File: config.mk
export PLATFORM = sky130hd
export DESIGN_NAME = display_hw_reset_sequencer
export DESIGN_NICKNAME = d
export VERILOG_FILES = /design/src/display_hw_reset_sequencer.v
export VERILOG_INCLUDE_DIRS = /design/src
export SDC_FILE = /design/constraint.sdc
export NUM_CORES = 1
export LEC_CHECK = 0
export BUFFER_PORTS_ARGS = -buffer_cell sky130_fd_sc_hd__buf_2
export CAP_MARGIN = 20
export CORE_AREA = 3 3 83 85
export CTS_BUF_LIST = sky130_fd_sc_hd__clkbuf_16
export CTS_CLUSTER_SIZE = 10
export DETAILED_ROUTE_END_ITERATION = 8
export DIE_AREA = 0 0 86 88
export HOLD_SLACK_MARGIN = 0.08
export PLACE_DENSITY = 0.83
export SETUP_SLACK_MARGIN = 0.05
export SLEW_MARGIN = 15
export SYNTH_ARGS = -nofsm -noshare
export SYNTH_HDL_FRONTEND = slang
export SYNTH_SLANG_ARGS = --single-unit
File: constraint.sdc
create_clock -name clk -period 4.3 [get_ports clk]
set_input_delay 0.86 -clock clk [delete_from_list [all_inputs] [get_ports clk]]
set_output_delay 0.86 -clock clk [all_outputs]
set_load 0.01 [all_outputs]
File: src/rst_seq_defs.vh
// Timing constants and state codes for the display hardware reset sequencer.
`ifndef RST_SEQ_DEFS_VH
`define RST_SEQ_DEFS_VH

// Clock period in nanoseconds (20 MHz).
`define CLK_PERIOD_NS      50
// Spike rejection bound in us; shorter low pulses are ignored.
`define SPIKE_REJECT_US    5
// Low pulse width in us beyond which a full reset is certain.
`define RESET_ACCEPT_US    9
// Settings reload and command lockout time in ms.
`define RELOAD_MS          5
// Release latency and blanking limit from the awake state in ms.
`define AWAKE_RELEASE_MS   120

// Cycle counts derived from the times above.
`define SPIKE_REJECT_CYC   ((`SPIKE_REJECT_US * 1000) / `CLK_PERIOD_NS)
`define RESET_ACCEPT_CYC   ((`RESET_ACCEPT_US * 1000 + `CLK_PERIOD_NS - 1) / `CLK_PERIOD_NS)
`define RELOAD_CYC         ((`RELOAD_MS * 1000000) / `CLK_PERIOD_NS)
`define AWAKE_RELEASE_CYC  ((`AWAKE_RELEASE_MS * 1000000) / `CLK_PERIOD_NS)

// Counter widths.
`define FILT_W             9
`define SEQ_W              22

// Sequencer state codes.
`define ST_RUN             3'h0
`define ST_PULSE           3'h1
`define ST_HOLD            3'h2
`define ST_RELOAD          3'h3
`define ST_BLANK           3'h4

`endif

File: src/display_hw_reset_sequencer.v
// Hardware reset sequencer: pin filter, blanking, settings reload and command gating.
// Functional notes
// - Low pulses on the reset pin shorter than 5 us are ignored and pulses longer than 9 us always reset.
// - The same spike filter acts while a valid reset pulse is held, so short high glitches do not end it.
// - Each reset release reloads identification, common electrode voltage and other settings: within 5 ms from display-off, after 120 ms from awake.
// - A reset taken in the low-power display-off state finishes its release sequence within 5 ms.
// - A reset taken in the awake state finishes its release sequence 6 cycles after its 120 ms blanking.
// - A reset that starts in the awake state runs a blanking sequence of no more than 120 ms.
// - A reset taken in the low-power display-off state holds display_blank from pulse acceptance until the reload ends.
// - At reset release defaults_load pulses for one cycle and the id and settings registers are reloaded from the store.
`timescale 1ns/1ns
`include "rst_seq_defs.vh"

module display_hw_reset_sequencer
(
    // Clock and chip reset
    input  wire        clk,
    input  wire        rst_n,
    // Host reset pin, taken as synchronous
    input  wire        hw_reset_n_pin,
    // Panel power state before reset: 1 awake, 0 low-power display-off
    input  wire        panel_awake,
    // Host command stream
    input  wire        cmd_valid,
    input  wire [7:0]  cmd_data,
    // Non-volatile settings read port
    input  wire [7:0]  nvm_rdata,
    // Outputs
    output reg         cmd_out_valid,
    output reg  [7:0]  cmd_out_data,
    output reg         not_ready,
    output reg         display_blank,
    output reg         defaults_load,
    output reg         nvm_rd,
    output reg  [1:0]  nvm_addr,
    output reg  [7:0]  id_byte,
    output reg  [7:0]  common_electrode_voltage_setting,
    output reg  [7:0]  misc_setting,
    output reg         seq_busy
);

////////////////////////////////////////////////////////////////////////////////

reg  [2:0]         state_r;
reg  [2:0]         state_nxt;
reg  [`FILT_W-1:0] low_cnt_r;
reg  [`FILT_W-1:0] high_cnt_r;
reg  [`SEQ_W-1:0]  seq_cnt_r;
reg                awake_r;
reg  [2:0]         rd_step_r;

function [`SEQ_W-1:0] inc_seq;
    input [`SEQ_W-1:0] v;
    begin
        inc_seq = v + {{(`SEQ_W-1){1'b0}}, 1'b1};
    end
endfunction

wire pulse_accept = (low_cnt_r >= `RESET_ACCEPT_CYC);
wire pin_released = (high_cnt_r >= `SPIKE_REJECT_CYC);
wire pulse_start  = (low_cnt_r >= `SPIKE_REJECT_CYC);
wire blank_done   = (seq_cnt_r >= `AWAKE_RELEASE_CYC - 1);
wire reload_done  = (rd_step_r == 3'h5);

////////////////////////////////////////////////////////////////////////////////
// Pin filter: counts saturate; outside the run state the low count holds through a short high glitch, but any low sample clears the high count.

always @(posedge clk)
begin
    if (!rst_n)
    begin
        low_cnt_r  <= {`FILT_W{1'b0}};
        high_cnt_r <= {`FILT_W{1'b0}};
    end
    else if (!hw_reset_n_pin)
    begin
        high_cnt_r <= {`FILT_W{1'b0}};
        if (!pulse_accept)
            low_cnt_r <= low_cnt_r + 1'b1;
    end
    else
    begin
        if (!pin_released)
            high_cnt_r <= high_cnt_r + 1'b1;
        if (state_r == `ST_RUN || pin_released)
            low_cnt_r <= {`FILT_W{1'b0}};
    end
end

////////////////////////////////////////////////////////////////////////////////

always @*
begin
    state_nxt = state_r;
    case (state_r)
        `ST_RUN:
            if (pulse_start)
                state_nxt = `ST_PULSE;
        `ST_PULSE:
            if (pulse_accept)
                state_nxt = `ST_HOLD;
            else if (pin_released)
                state_nxt = `ST_RUN;
        `ST_HOLD:
            if (pin_released)
                state_nxt = awake_r ? `ST_BLANK : `ST_RELOAD;
        `ST_BLANK:
            if (blank_done)
                state_nxt = `ST_RELOAD;
        `ST_RELOAD:
            if (reload_done)
                state_nxt = `ST_RUN;
        default:
            state_nxt = `ST_RUN;
    endcase
end

////////////////////////////////////////////////////////////////////////////////
// Blanking runs first from the awake state, so the reload ends 6 cycles after the 120 ms blanking.

always @(posedge clk)
begin
    if (!rst_n)
    begin
        state_r       <= `ST_RUN;
        seq_cnt_r     <= {`SEQ_W{1'b0}};
        awake_r       <= 1'b0;
        rd_step_r     <= 3'h0;
        nvm_rd        <= 1'b0;
        nvm_addr      <= 2'h0;
        id_byte       <= 8'h00;
        common_electrode_voltage_setting <= 8'h00;
        misc_setting  <= 8'h00;
        not_ready     <= 1'b1;
        display_blank <= 1'b1;
        defaults_load <= 1'b0;
        seq_busy      <= 1'b1;
        cmd_out_valid <= 1'b0;
        cmd_out_data  <= 8'h00;
    end
    else
    begin
        state_r       <= state_nxt;
        defaults_load <= 1'b0;
        nvm_rd        <= 1'b0;
        if (state_r == `ST_RUN && pulse_start)
            awake_r <= panel_awake;
        if (state_r == `ST_BLANK)
            seq_cnt_r <= inc_seq(seq_cnt_r);
        else
            seq_cnt_r <= {`SEQ_W{1'b0}};
        if (state_r == `ST_HOLD && pin_released)
        begin
            defaults_load <= 1'b1;
            rd_step_r     <= 3'h0;
        end
        if (state_r == `ST_RELOAD && !reload_done)
        begin
            // The store registers its answer on the edge after the strobe, so each byte
            // is taken two steps after its read was issued.
            rd_step_r <= rd_step_r + 3'h1;
            nvm_rd    <= (rd_step_r < 3'h3);
            nvm_addr  <= rd_step_r[1:0];
            case (rd_step_r)
                3'h2: id_byte <= nvm_rdata;
                3'h3: common_electrode_voltage_setting <= nvm_rdata;
                3'h4: misc_setting <= nvm_rdata;
                default: ;
            endcase
        end
        not_ready     <= (state_nxt != `ST_RUN);
        seq_busy      <= (state_nxt != `ST_RUN);
        display_blank <= (state_nxt == `ST_HOLD || state_nxt == `ST_BLANK
                          || state_nxt == `ST_RELOAD);
        cmd_out_valid <= cmd_valid && (state_r == `ST_RUN) && !pulse_start;
        if (cmd_valid && state_r == `ST_RUN)
            cmd_out_data <= cmd_data;
    end
end

endmodule

# Yosys cells after proc, flatten, opt, wreduce, memory -nomap -nowiden
# Index checks and enable logic that the tools add are counted.
[classes] n_reduce_logical=20 n_mux=14 addsub=4 order_cmp=5 eq_ne=13
[ops] operator="two-way mux 3 bit" count=9
[ops] operator="two-way mux 9 bit" count=3
[ops] operator="adder 22 x 1 -> 22 bit, second input constant" count=1
[ops] operator=">= comparator 22 bit, second input constant" count=1
[ops] operator="adder 9 x 1 -> 9 bit, second input constant" count=2
[ops] operator="equality test 3 x 2 -> 1 bit, second input constant" count=6
[ops] operator=">= comparator 9 x 7 -> 1 bit, second input constant" count=2
[ops] operator="case mux 3 bit (5 select lines)" count=1
[ops] operator="AND reduction 2 bit" count=7
[ops] operator="equality test 3 bit, second input constant" count=4
[ops] operator=">= comparator 9 x 8 -> 1 bit, second input constant" count=1
[ops] operator="logical AND 1 bit" count=5
[ops] operator="adder 3 x 1 -> 3 bit, second input constant" count=1
[ops] operator="equality test 3 x 1 -> 1 bit, second input constant" count=1
[ops] operator="logical NOT 3 bit" count=1
[ops] operator="logical OR 1 bit" count=3
[ops] operator="less-than comparator 3 x 2 -> 1 bit, second input constant" count=1
[ops] operator="nonzero test 3 bit" count=1
[ops] operator="logical NOT 1 bit" count=2
[ops] operator="inequality test 2 x 1 -> 1 bit, second input constant" count=1
[ops] operator="inequality test 2 bit, second input constant" count=1
[ops] operator="nonzero test 2 bit" count=1
[ops] operator="two-way mux 1 bit" count=1
[word_totals] word_cells=72 reg_bits=86 out_inout_bits=40

# Longest topological paths before layout
[depth] ltp_word=7 mapped_depth=8

# Worst setup path before layout
# Ideal clock, no wire load.
[synth_path] path_type="input to register" startpoint="input hw_reset_n_pin" endpoint="register low_cnt_r[5]" setup_ns=0.116 path_slack_ns=2.522 arrival_time_ns=1.662 cell_stages=4 path_cell_list="nand3b_1 > a21oi_1 > a31oi_1 > a41o_1"
[synth_between] elab_chain_cells=2 elab_cells_between_ends=4 classes_between="eq/ne (2); mux (1); reduce/logical (1)"
[synth_lines] item="from (decl)" line="display_hw_reset_sequencer.v:20" text="input wire hw_reset_n_pin,"
[synth_lines] item="inequality test 2 x 1 -> 1 bit (no line) or inequality test 2 bit (tied branches)"
[synth_lines] item="AND reduction 2 bit (no line)"
[synth_lines] item="to (signal assigned)" line="display_hw_reset_sequencer.v:72" text="low_cnt_r <= {`FILT_W{1'b0}};"
[synth_lines] item="to (signal assigned)" line="display_hw_reset_sequencer.v:79" text="low_cnt_r <= low_cnt_r + 1'b1;"
[synth_lines] item="to (signal assigned)" line="display_hw_reset_sequencer.v:86" text="low_cnt_r <= {`FILT_W{1'b0}};"
[synth_lines] item="to (decl)" line="display_hw_reset_sequencer.v:46" text="reg [`FILT_W-1:0] low_cnt_r;"
# Parallel ways exist; a longest one is shown, timed or not.
# A chain may end at the register's enable or synchronous reset.

# Worst setup path in the final report
[layout_path] startpoint="register rd_step_r[1]" endpoint="register misc_setting[2]"
[layout_between] elab_chain_cells=4 elab_cells_between_ends=5 classes_between="eq/ne (2); reduce/logical (3)"
[layout_lines] item="from (decl)" line="display_hw_reset_sequencer.v:50" text="reg [2:0] rd_step_r;"
[layout_lines] item="from (signal assigned)" line="display_hw_reset_sequencer.v:161" text="rd_step_r <= rd_step_r + 3'h1;"
[layout_lines] item="equality test 3 bit" line="display_hw_reset_sequencer.v:63" text="wire reload_done = (rd_step_r == 3'h5);"
[layout_lines] item="logical NOT 1 bit" line="display_hw_reset_sequencer.v:157" text="if (state_r == `ST_RELOAD && !reload_done)"
[layout_lines] item="logical AND 1 bit" line="display_hw_reset_sequencer.v:157"
[layout_lines] item="AND reduction 2 bit (no line) *"
[layout_lines] item="to (signal assigned)" line="display_hw_reset_sequencer.v:167" text="3'h4: misc_setting <= nvm_rdata;"
[layout_lines] item="to (decl)" line="display_hw_reset_sequencer.v:38" text="output reg [7:0] misc_setting,"
# Mark *: on every way between the ends. The rest lies on a longest branch, timed or not.

==> results.yml <==
route:
  drtPass1Iterations: 4
  ant_nets: 0
  avgViaCountPerCell: 5.51
  vias: 3051
  drc_errors: 0
  wl_per_cell_um: 14.2
  drt_iter0_drc: 138
  drt-total-wl_mm: 7.85
clock_tree:
  clk_pin_slew_ns: 0.06
  clk_latency_ns: 0.33
  ctsHoldBuffers: 0
  cts_root_buf: "clkbuf_16"
  clock-sinks: 86
  cts_buffers: 9
  cts_setup_buffers: 0
  cts_tree: "yes"
  cts_resized: 0
  htree_levels: 3
  cts.path.max_buffers: 2
grt:
  overflow: 0
  grt_pass1_vias: 2867
  antenna_found_initial: 0
  grt_pass1_wl_mm: 12.8
  grt_start_max_net_pins: 33
  grt_usage_pct: 21.0
sta:
  setup_viol_count_final: 0
  tightest_slew_ns: 0.694
  whs_ns: 0.445
  slew_viol_final: 0
  fin_crit_ns: 2.17
  maxSlewHeadroom_pct: 53.4
  fmax_ghz: 0.461
  setup_tns_ns: 0
  hold_violations: 0
  fin_crit_sh_pct: 50.5
  fin_skew_ns: 0.00812
  rsz0062_at_grt: "no"
logic_synthesis:
  avgSynthCellArea_um2: 8.87
  syn_inst: 417
  synth-seq-cells: 86
  yosysSeqAreaShare_pct: 46.5
  synth-edff-count: 0
  synthArstFlopShare_pct: 0
  ys.flop_type: "dfxtp_1"
  synth_top_area_share_pct: 46.5
  yosysUniqueCellTypes: 47
  netlist_top_cells_count: "86 x dfxtp_1, 59 x nand2_1, 45 x nor2_1, 30 x nand3_1, 29 x a21boi_0"
  synth_top_area_cell: "dfxtp_1"
  synth.area.top_cells: "dfxtp_1 47%, nand2_1 6.0%, a21boi_0 5.9%"
  syn_area_um2: 3700
  ys_warn_count: 0
  synth_fp_nets: 447
  synth_most_common_cell: "dfxtp_1"
floorplan:
  core_um2: 6280
  die_h_um: 88
  start_util_pct: 58.9
  die_width_um: 86
  ios: 61
  num_rows: 29
  die-area_um2: 7570
power:
  netSwitchingFraction_pct: 19.5
  power_leakage_nw: 1.80
  ir_drop_mv: 0.303
  clock_power_share_pct: 50.1
  p_switching_mw: 0.337
  p_int_mw: 1.39
  p_comb_share_pct: 3.1
  seqPwrFrac_pct: 46.8
  power_density_nw_per_um2: 395
setup_path:
  worstPathRequired_ns: 4.52
  reg2reg_to: "misc_setting[2]"
  regToRegStartpoint: "rd_step_r[1]"
  reg2reg_setup_slack_ns: 2.13
  crit_type: "reg -> reg"
  worstPathMaxFanout: 8
  cp-start-kind: "flop"
  worstSetupEndpointType: "flop"
  r2r_cells: 7
  arrival_ns: 2.39
finish:
  syn_to_final_growth_pct: 18.3
  antennaDiodeCount: 0
  drive_above_1_share_pct: 17.4
  nets: 502
  final_area_um2: 4380
  instances_no_fill: 554
min_path:
  min_path_type: "reg -> reg"
  min_to: "seq_cnt_r[0]"
  holdPathStages: 1
  worstHoldStart: "seq_cnt_r[0]"
placement:
  dpl-instance-area_um2: 4030
  gp_congestion: 0.876
  io_buffers: 60
  dpl.hpwl_mm: 5.39
  post-place-cells: 537
run_status:
  status: "complete, no violations"
run:
  cap_violations: 0
==> cell families (layout without fill, tap and decap cells) <==
group | count (synthesis) | in the layout | synth area share, %
XOR/XNOR | 27 | 27 | 6.39
buffers and inverters | 28 | 88 | 2.98
AND/OR/NAND/NOR | 195 | 195 | 25.7
adder cells (fa/ha/maj) | 9 | 9 | 3.04
multiplexers | 9 | 9 | 2.44
flip-flops | 86 | 86 | 46.5
AO/OA/AOI/OAI | 63 | 63 | 12.9
==> per-layer routing <==
layer	up-vias	GRT usage, %	routed length, µm
met5	-	0	0
met4	0	11.7	170
met3	17	4.14	257
met2	48	33.6	3810
met1	1437	26.6	3600
li1	1549	-	-
==> worst max path at each step <==
stage                               from  depth (start not counted)                                   to  slack (ns)
final                       rd_step_r[1]                          7                      misc_setting[2]        2.13
after global routing        rd_step_r[1]                          7                      misc_setting[2]        1.99
after CTS                     state_r[0]                          5  common_electrode_voltage_setting[4]        2.01
after detailed placement      state_r[0]                          5  common_electrode_voltage_setting[4]        2.13
after global placement             rst_n                          5                         low_cnt_r[5]        2.22
after floorplan           hw_reset_n_pin                          4                         low_cnt_r[5]        2.52
==> area by class of cell <==
class	count	area, µm²
Multi-Input combinational cell	303	1870
Tap cell	77	96.3
Clock buffer	9	225
Inverter	10	37.5
Sequential cell	86	1720
Clock inverter	7	114
Timing Repair Buffer	62	315
Fill cell	475	1900
==> power groups by stage <==
stage | clock [mW] | sequential (mW) | combinational, mW
after floorplan | 0 | 0.829 | 0.0265
after global placement | 0 | 0.827 | 0.0510
after detailed placement | 0 | 0.827 | 0.0530
after CTS | 0.875 | 0.809 | 0.0534
after global routing | 0.909 | 0.810 | 0.0587
final | 0.866 | 0.810 | 0.0531
==> stage by stage <==
| stage | utilization (%) | total power, mW | setup slack (ns) |
|---|---|---|---|
| 3_5_place_dp | 64.2 | 0.880 | 2.13 |
| 3_3_place_gp | 64.2 | 0.878 | 2.22 |
| 4_1_cts | 69.6 | 1.74 | 2.01 |
| 5_1_grt | 69.7 | 1.78 | 1.99 |
| 2_1_floorplan | - | 0.856 | 2.52 |
| 6_report | 69.7 | 1.73 | 2.13 |
==> sequential cells by signal, indices dropped and copies added (netlist names), 2 cells and up <==
register / count
cmd_out_data: 8
common_electrode_voltage_setting: 8
high_cnt_r: 9
id_byte: 8
low_cnt_r: 9
misc_setting: 8
nvm_addr: 2
rd_step_r: 3
seq_cnt_r: 22
state_r: 3
==> critical path, cell delays in order (launching register included) <==
cell and delay [ns]:
dfxtp_1 0.44, inv_1 0.11, ha_1 0.20, nand2_1 0.07, nor3b_2 0.30, nand3_1 0.51, mux2i_1 0.36, nor2b_1 0.07
==> layout by cell type, fill, tap and decap left out, drive strengths merged, types with 3 or more instances in the layout <==
cell type  synthesis  final
nor4               3      3
nor3              10     10
buf                2     62
and2               3      3
nor2              45     45
nand3             31     31
dfxtp             86     86
xnor2             18     18
nor2b             15     15
mux2i              9      9
a21oi              9      9
a21boi            30     30
nand2             59     59
o21ai              5      5
nand4              7      7
and3              11     11
xor2               9      9
bufinv             0      3
clkbuf            16      9
a31oi              3      3
ha                 9      9
inv               10     11
Power figures use the tool's default switching activity.
